$ cat src/hdl/pdeo_defs.vh
`ifndef PDEO_DEFS_VH
`define PDEO_DEFS_VH

// Mask thresholds for the segment port pin pairs.
`define PDEO_PM_PIN76     3'h1
`define PDEO_PM_PIN54     3'h2
`define PDEO_PM_PIN32     3'h3
`define PDEO_PM_PIN10     3'h4
// Width of the segment port mask field.
`define PDEO_PM_W         3
// Second port bit positions.
`define PDEO_E_DIVIDED_CLOCK_PIN       7
`define PDEO_E_USI_DO     6
`define PDEO_E_USI_DI     5
`define PDEO_E_USI_CLK    4
`define PDEO_E_AIN_NEG    3
`define PDEO_E_XCK        2
// Pins of the second port that feed pin-change detection (bits 7..1).
`define PDEO_PCINT_MASK   8'hfe
// Reset value of all override outputs.
`define PDEO_RST_BYTE     8'h00
// Width of the clock divider prescale selector.
`define PDEO_DIV_W        4

`endif

$ cat src/hdl/pdeo_clk_div.v
`timescale 1ns/1ps
`include "pdeo_defs.vh"

// Divides the system clock by 2^(sel+1); it keeps running under the port reset.
module pdeo_clk_div (
    // Clock.
    input  wire                     i_clk,
    // Power-on reset only, so the port reset never stops the divided clock.
    input  wire                     i_por_n,
    // Divider selection.
    input  wire [`PDEO_DIV_W-1:0]   i_sel,
    // Divided clock level.
    output reg                      o_div_clk
);

    reg [15:0] count;

    // Free running counter; the selected bit becomes the divided clock.
    always @(posedge i_clk or negedge i_por_n) begin
        if (!i_por_n) begin
            count     <= 16'h0000;
            o_div_clk <= 1'b0;
        end else begin
            count     <= count + 16'h0001;
            o_div_clk <= count[i_sel];
        end
    end

endmodule // pdeo_clk_div

$ cat src/hdl/pdeo_port_mux.v
`timescale 1ns/1ps
`include "pdeo_defs.vh"

// Behaviour
// - Pins 7,6 need LCD on and mask>1; pins 5,4 need mask>2.
// - Pins 3,2 need LCD on and mask>3; pin 0 needs mask>4.
// - Pin 1: pull/dir need mask>4; input gate uses LCD or irq-zero enable.
// - Segment pins: override values zero except pin 1 input gate; output value never overridden.
// - Segment bit 0 feeds timer capture; bit 1 feeds external irq zero.
// - With clock-out fuse, second port bit 7 drives divided clock.
// - Divided clock on o_divided_clock_pin stays active during device reset; bit 7 pad controls are reset.
// - Second port bits 7..1 feed pin-change detection logic.
// - USART clock pin is output when direction bit set, else input.
// - USART clock pin function acts only in synchronous mode.
// - Second port bit 3 goes straight to comparator negative input.
// - Second port bit 2 goes straight to comparator positive input.
// - Second port bit 6 carries serial interface data out when used.
// - Second port bit 5 feeds serial data in and two-wire data.
// - Second port bit 4 is serial interface clock and two-wire clock.
module pdeo_port_mux (
    // Clock and resets.
    input  wire                     i_clk,
    input  wire                     i_reset_n,
    input  wire                     i_por_n,
    // Segment port registers and pad input.
    input  wire [7:0]               i_d_port_value,
    input  wire [7:0]               i_d_direction,
    input  wire [7:0]               i_d_pin_in,
    input  wire                     i_pullup_disable,
    // LCD control.
    input  wire                     i_lcd_driver_on,
    input  wire [`PDEO_PM_W-1:0]    i_segment_port_mask,
    input  wire                     i_external_irq_zero_enable,
    // Second port registers and pad input.
    input  wire [7:0]               i_e_port_value,
    input  wire [7:0]               i_e_direction,
    input  wire [7:0]               i_e_pin_in,
    // Clock output control.
    input  wire                     i_clock_out_fuse,
    input  wire [`PDEO_DIV_W-1:0]   i_clock_div_sel,
    // Peripheral controls.
    input  wire                     i_usart_sync_mode,
    input  wire                     i_usart_sync_clock_out,
    input  wire                     i_usi_three_wire,
    input  wire                     i_usi_two_wire,
    input  wire                     i_usi_data_out,
    // Segment port pad controls.
    output reg  [7:0]               o_d_pullup,
    output reg  [7:0]               o_d_drive_en,
    output reg  [7:0]               o_d_drive_value,
    output reg  [7:0]               o_d_input_gate,
    output reg  [7:0]               o_d_segment_analog,
    // Segment port peripheral inputs.
    output reg                      o_timer_capture_input,
    output reg                      o_external_irq_zero,
    // Second port pad controls.
    output reg  [7:0]               o_e_pullup,
    output reg  [7:0]               o_e_drive_en,
    output reg  [7:0]               o_e_drive_value,
    // Second port peripheral inputs.
    output reg  [7:0]               o_pin_change_source,
    output reg                      o_comparator_negative_in,
    output reg                      o_comparator_positive_in,
    output reg                      o_usart_sync_clock_in,
    output reg                      o_usart_sync_clock_is_out,
    output reg                      o_usi_serial_in,
    output reg                      o_usi_shift_clock,
    // Divided clock pin, alive across the port reset.
    output reg                      o_divided_clock_pin
);

    wire       div_clk;
    reg  [7:0] d_ovr_en;
    reg  [7:0] d_in_ovr_en;
    reg  [7:0] d_in_ovr_val;
    reg  [7:0] next_d_pullup;
    reg  [7:0] next_d_drive_en;
    reg  [7:0] next_d_drive_value;
    reg  [7:0] next_d_input_gate;
    reg  [7:0] next_e_pullup;
    reg  [7:0] next_e_drive_en;
    reg  [7:0] next_e_drive_value;
    reg        xck_active;
    integer    k;
    integer    j;

    // Divider runs on power-on reset only so the clock survives a port reset.
    pdeo_clk_div u_div (
        .i_clk     (i_clk),
        .i_por_n   (i_por_n),
        .i_sel     (i_clock_div_sel),
        .o_div_clk (div_clk)
    );

    // Segment port override enables per pin pair.
    always @* begin
        d_ovr_en[7] = i_lcd_driver_on & (i_segment_port_mask > `PDEO_PM_PIN76);
        d_ovr_en[6] = d_ovr_en[7];
        d_ovr_en[5] = i_lcd_driver_on & (i_segment_port_mask > `PDEO_PM_PIN54);
        d_ovr_en[4] = d_ovr_en[5];
        d_ovr_en[3] = i_lcd_driver_on & (i_segment_port_mask > `PDEO_PM_PIN32);
        d_ovr_en[2] = d_ovr_en[3];
        d_ovr_en[1] = i_lcd_driver_on & (i_segment_port_mask > `PDEO_PM_PIN10);
        d_ovr_en[0] = d_ovr_en[1];
        d_in_ovr_en  = d_ovr_en;
        d_in_ovr_val = 8'h00;
        d_in_ovr_en[1]  = i_lcd_driver_on | i_external_irq_zero_enable;
        d_in_ovr_val[1] = i_lcd_driver_on & i_external_irq_zero_enable;
    end

    // Segment port pad muxing; override values are zero except the pin 1 input gate.
    always @* begin
        for (k = 0; k < 8; k = k + 1) begin
            next_d_pullup[k] = d_ovr_en[k] ? 1'b0 :
                               (i_d_port_value[k] & ~i_d_direction[k] & ~i_pullup_disable);
            next_d_drive_en[k]    = d_ovr_en[k] ? 1'b0 : i_d_direction[k];
            next_d_drive_value[k] = i_d_port_value[k];
            next_d_input_gate[k]  = d_in_ovr_en[k] ? d_in_ovr_val[k] : 1'b1;
        end
    end

    // Second port pad muxing for clock, USART clock and serial interface.
    always @* begin
        xck_active = i_usart_sync_mode;
        for (j = 0; j < 8; j = j + 1) begin
            next_e_pullup[j] = i_e_port_value[j] & ~i_e_direction[j] & ~i_pullup_disable;
            next_e_drive_en[j]    = i_e_direction[j];
            next_e_drive_value[j] = i_e_port_value[j];
        end
        // The USART clock pin direction follows its direction bit.
        if (xck_active && i_e_direction[`PDEO_E_XCK]) begin
            next_e_drive_value[`PDEO_E_XCK] = i_usart_sync_clock_out;
            next_e_pullup[`PDEO_E_XCK]      = 1'b0;
        end
        if (i_usi_three_wire) begin
            next_e_drive_value[`PDEO_E_USI_DO] = i_usi_data_out;
        end
        // Two-wire mode: lines only pull low, so drive value is zero.
        if (i_usi_two_wire) begin
            next_e_pullup[`PDEO_E_USI_DI]      = 1'b0;
            next_e_drive_value[`PDEO_E_USI_DI] = 1'b0;
            next_e_drive_value[`PDEO_E_USI_CLK] = 1'b0;
            next_e_drive_en[`PDEO_E_USI_DI]  = ~i_e_port_value[`PDEO_E_USI_DI]
                                               & i_e_direction[`PDEO_E_USI_DI];
            next_e_drive_en[`PDEO_E_USI_CLK] = ~i_e_port_value[`PDEO_E_USI_CLK]
                                               & i_e_direction[`PDEO_E_USI_CLK];
        end
        if (i_clock_out_fuse) begin
            next_e_drive_en[`PDEO_E_DIVIDED_CLOCK_PIN] = 1'b1;
            next_e_drive_value[`PDEO_E_DIVIDED_CLOCK_PIN] = div_clk;
            next_e_pullup[`PDEO_E_DIVIDED_CLOCK_PIN]   = 1'b0;
        end
    end

    // Divided clock pin is held outside the port reset domain.
    always @(posedge i_clk or negedge i_por_n) begin
        if (!i_por_n) begin
            o_divided_clock_pin <= 1'b0;
        end else begin
            o_divided_clock_pin <= i_clock_out_fuse ? div_clk
                                   : i_e_port_value[`PDEO_E_DIVIDED_CLOCK_PIN];
        end
    end

    // Registered pad controls and peripheral inputs.
    always @(posedge i_clk or negedge i_reset_n) begin
        if (!i_reset_n) begin
            o_d_pullup                <= `PDEO_RST_BYTE;
            o_d_drive_en              <= `PDEO_RST_BYTE;
            o_d_drive_value           <= `PDEO_RST_BYTE;
            o_d_input_gate            <= `PDEO_RST_BYTE;
            o_d_segment_analog        <= `PDEO_RST_BYTE;
            o_timer_capture_input     <= 1'b0;
            o_external_irq_zero       <= 1'b0;
            o_e_pullup                <= `PDEO_RST_BYTE;
            o_e_drive_en              <= `PDEO_RST_BYTE;
            o_e_drive_value           <= `PDEO_RST_BYTE;
            o_pin_change_source       <= `PDEO_RST_BYTE;
            o_comparator_negative_in  <= 1'b0;
            o_comparator_positive_in  <= 1'b0;
            o_usart_sync_clock_in     <= 1'b0;
            o_usart_sync_clock_is_out <= 1'b0;
            o_usi_serial_in           <= 1'b0;
            o_usi_shift_clock         <= 1'b0;
        end else begin
            o_d_pullup         <= next_d_pullup;
            o_d_drive_en       <= next_d_drive_en;
            o_d_drive_value    <= next_d_drive_value;
            o_d_input_gate     <= next_d_input_gate;
            o_d_segment_analog <= d_ovr_en;
            o_timer_capture_input <= i_d_pin_in[0] & next_d_input_gate[0];
            o_external_irq_zero   <= i_d_pin_in[1] & next_d_input_gate[1];
            o_e_pullup      <= next_e_pullup;
            o_e_drive_en    <= next_e_drive_en;
            o_e_drive_value <= next_e_drive_value;
            o_pin_change_source <= i_e_pin_in & `PDEO_PCINT_MASK;
            o_comparator_negative_in <= i_e_pin_in[`PDEO_E_AIN_NEG];
            o_comparator_positive_in <= i_e_pin_in[`PDEO_E_XCK];
            o_usart_sync_clock_in <= xck_active & ~i_e_direction[`PDEO_E_XCK]
                                     & i_e_pin_in[`PDEO_E_XCK];
            o_usart_sync_clock_is_out <= xck_active & i_e_direction[`PDEO_E_XCK];
            o_usi_serial_in   <= i_e_pin_in[`PDEO_E_USI_DI];
            o_usi_shift_clock <= i_e_pin_in[`PDEO_E_USI_CLK];
        end
    end

endmodule // pdeo_port_mux

$ cat config.mk
export PLATFORM = sky130hd
export DESIGN_NAME = pdeo_port_mux
export DESIGN_NICKNAME = d
export VERILOG_FILES = /design/src/hdl/pdeo_clk_div.v /design/src/hdl/pdeo_port_mux.v
export VERILOG_INCLUDE_DIRS = /design/src /design/src/hdl
export SDC_FILE = /design/constraint.sdc
export NUM_CORES = 1
export LEC_CHECK = 0
export BUFFER_PORTS_ARGS = -buffer_cell sky130_fd_sc_hd__buf_2
export CAP_MARGIN = 15
export CORE_MARGIN = 2
export CORE_UTILIZATION = 41
export CTS_CLUSTER_DIAMETER = 200
export DETAILED_ROUTE_END_ITERATION = 8
export PLACE_DENSITY = 0.81
export SKIP_CTS_REPAIR_TIMING = 1
export SKIP_LAST_GASP = 1
export SYNTH_ARGS = -nofsm -noshare
export SYNTH_HDL_FRONTEND = slang
export SYNTH_SLANG_ARGS = --single-unit
$ cat constraint.sdc
create_clock -name i_clk -period 1.4 [get_ports i_clk]
set_input_delay 0.42 -clock i_clk [delete_from_list [all_inputs] [get_ports i_clk]]
set_output_delay 0.42 -clock i_clk [all_outputs]
set_load 0.01 [all_outputs]
==> flow_summary.yaml <==
run_status:
  status: "complete, but fails checks"
  violations: "hold timing"
drt:
  wl_per_cell_um: 14.6
  drt_iter0_markers: 57
  vias: 2067
  drt-total-wl_um: 6610
  vias_per_cell: 4.56
  drt_first_pass_iters: 4
  post-route-drc-count: 0
  final_antenna_net_count: 0
timing:
  rsz0062_at_grt: "yes"
  timing_hold_violations_final: 12
  report.final.slew_viol_count: 0
  whs_ns: -0.00630
  layout_setup_ws_ns: 0.0174
  finalClockSkew_ns: 0.00973
  setup_tns_ns: 0
  final-setup-viol-count: 0
  fmax_ghz: 0.723
  period_share_pct: 98.8
  min_period_ns: 1.38
critical_path:
  worstPathArrival_ns: 1.62
  critPathMaxFanout: 5
  end_kind: "register"
  start_kind: "register"
  required_ns: 1.64
  crit_type: "register to register"
placement:
  hpwl_um: 5000
  dp_slack_ns: -0.157
  io_buffers: 139
  place_congestion: 0.829
clock_network:
  clk_path_buf_depth: 2
  clk_latency_ns: 0.34
  cts.sinks: 86
  cts_tree: "done"
  cts-root-buf: "clkbuf_8"
  clkTransAtPathRegs_ns: 0.09
  h-tree-depth: 3
  numCtsBuffers: 9
flow_run:
  cap_violations: 0
global_route:
  grt_usage_pct: 16.5
  grt_pass1_wl_um: 9700
  grt_max_degree: 69
  grt_pass1_vias: 1984
  grt_overflow: 0
  antenna_found_initial: 0
pwr:
  power_density_mw_per_mm2: 1140
  ir_drop_mv: 0.448
  static-leakage-power_nw: 2.13
layout:
  layout_common_cells: "buf_2, dfrtp_1, buf_4"
  diodes: 0
  final_nets: 417
  multiInputGateArea_sq_um: 736
  final_layout_size_suffix_gt1_share_pct: 53.1
  final_common_cell: "buf_2"
  fillers: 624
  regArea_sq_mm: 0.00215
  syn_to_final_growth_pct: 36.9
die:
  start_util_pct: 41.8
  die_w_um: 89.3
  dieArea_sq_mm: 0.00797
  rows: 31
  die_h_um: 89.3
  ios: 148
  core_area_sq_mm: 0.00714
synth:
  syn-num-nets: 263
  yosys_warnings: 0
  syn-cell-area_sq_mm: 0.00298
  ys_seq_area_share_pct: 72.2
  ys_ff_latch: 86
  syn_avg_cell_area_sq_um: 15.3
  ys_types: 34
  synthCells: 195
worst_hold_path:
  hp-class: "input pin to async pin"
==> kinds of logic (layout without fill, tap and decap cells) <==
group | after synthesis | in the layout | share of synthesized area (%)
other | 1 | 1 | 0.126
adders and majority gates | 1 | 1 | 0.420
xor gates and xnor gates | 15 | 15 | 4.41
muxes | 8 | 8 | 4.74
AOI/OAI and AO/OA | 7 | 7 | 1.68
and+or+nand+nor | 57 | 57 | 12.4
buffers and inverters | 20 | 179 | 4.03
DFF | 86 | 86 | 72.2
==> stage by stage <==
| step | utilization [%] | instance area [sq um] | std cells | power [mW] |
|---|---|---|---|---|
| global placement | 53.5 | 3820 | 433 | 3.11 |
| finish | 57.2 | 4080 | 453 | 4.67 |
| detailed placement | 53.5 | 3820 | 433 | 3.13 |
| global route | 57.2 | 4080 | 453 | 4.92 |
| CTS | 56.2 | 4010 | 449 | 4.74 |
| floorplan | - | 2980 | 195 | 2.85 |
==> power breakdown <==
part           switching (mW)  internal [mW]  leakage (nW)
Sequential             0.0277           2.59          1.07
Combinational           0.254          0.202         0.969
Clock                   0.914          0.683        0.0907
==> sequential cells by signal (all words and copies together) (netlist names) <==
signal                     cells
o_e_pullup                     8
o_d_drive_en                   8
o_timer_capture_input          1
o_usart_sync_clock_is_out      1
o_d_segment_analog             4
o_e_drive_value                8
u_div.o_div_clk                1
u_div.count                   16
o_usart_sync_clock_in          1
o_d_pullup                     8
o_e_drive_en                   8
o_pin_change_source            7
o_external_irq_zero            1
o_divided_clock_pin            1
o_d_input_gate                 5
o_d_drive_value                8
==> cells in the mapped netlist <==
library cell | count | area share (%)
a211oi_2 | 1 | 0.42
a21boi_0 | 2 | 0.50
o21ai_1 | 2 | 0.34
nor3b_1 | 8 | 2.0
nor2b_4 | 1 | 0.46
nor4_2 | 1 | 0.42
buf_4 | 12 | 3.0
ha_1 | 1 | 0.42
and2_1 | 11 | 2.3
nand4_1 | 3 | 0.63
nor4b_1 | 8 | 2.4
a21o_1 | 1 | 0.25
xnor2_1 | 11 | 3.2
conb_1 | 1 | 0.13
dfrtp_1 | 86 | 72
clkbuf_1 | 2 | 0.25
mux4_2 | 2 | 1.5
nor2b_1 | 2 | 0.42
or2_1 | 1 | 0.21
and3_1 | 1 | 0.21
mux4_1 | 2 | 1.8
xor2_1 | 4 | 1.2
clkinv_1 | 1 | 0.13
mux2i_1 | 1 | 0.34
inv_1 | 1 | 0.13
inv_2 | 4 | 0.50
and4_1 | 1 | 0.29
nor2_1 | 4 | 0.50
nor3_2 | 1 | 0.34
nand2_1 | 7 | 0.88
mux2_2 | 2 | 0.76
mux2_1 | 1 | 0.38
nand3_1 | 8 | 1.3
a21oi_1 | 1 | 0.17
==> worst paths after layout <==
| path | start | to | slack, ns | cells past startpoint |
|---|---|---|---|---|
| hold / removal | i_por_n | u_div.count[13] | -0.006 | 1 |
| setup / recovery | u_div.count[1] | u_div.count[12] | 0.02 | 5 |
| min in group i_clk | i_e_pin_in[4] | o_pin_change_source[4] | 0.17 | 1 |
| max in group asynchronous | i_reset_n | o_pin_change_source[1] | 1.04 | 2 |
| hold reg to reg | u_div.count[15] | u_div.count[15] | 0.48 | 1 |
| setup reg to reg | u_div.count[1] | u_div.count[12] | 0.02 | 5 |
==> routing by layer <==
| metal | vias to the layer above | global-route usage, % | share of wire, % |
|---|---|---|---|
| li1 | 951 | - | - |
| met1 | 1017 | 18.5 | 38 |
| met2 | 88 | 29.4 | 53 |
| met3 | 11 | 5.82 | 8.4 |
| met4 | 0 | 5.29 | 1.2 |
| met5 | - | 0 | 0 |
==> critical path: stages (launching register included) <==
cell,delay (ns)
dfrtp_2,0.43
ha_4,0.15
nand4_1,0.17
nor3_4,0.28
nand3_1,0.12
xnor2_1,0.14
==> area by class of cell <==
| class | instances | area share (%) |
|---|---|---|
| sequential | 86 | 52.8 |
| timing repair buffer | 157 | 20.9 |
| multi-input combinational | 89 | 18.0 |
| clock buffer | 9 | 3.04 |
| tap | 99 | 3.04 |
| clock inverter | 7 | 1.69 |
| inverter | 6 | 0.552 |
Note: power is estimated with default switching activity, not from simulation.
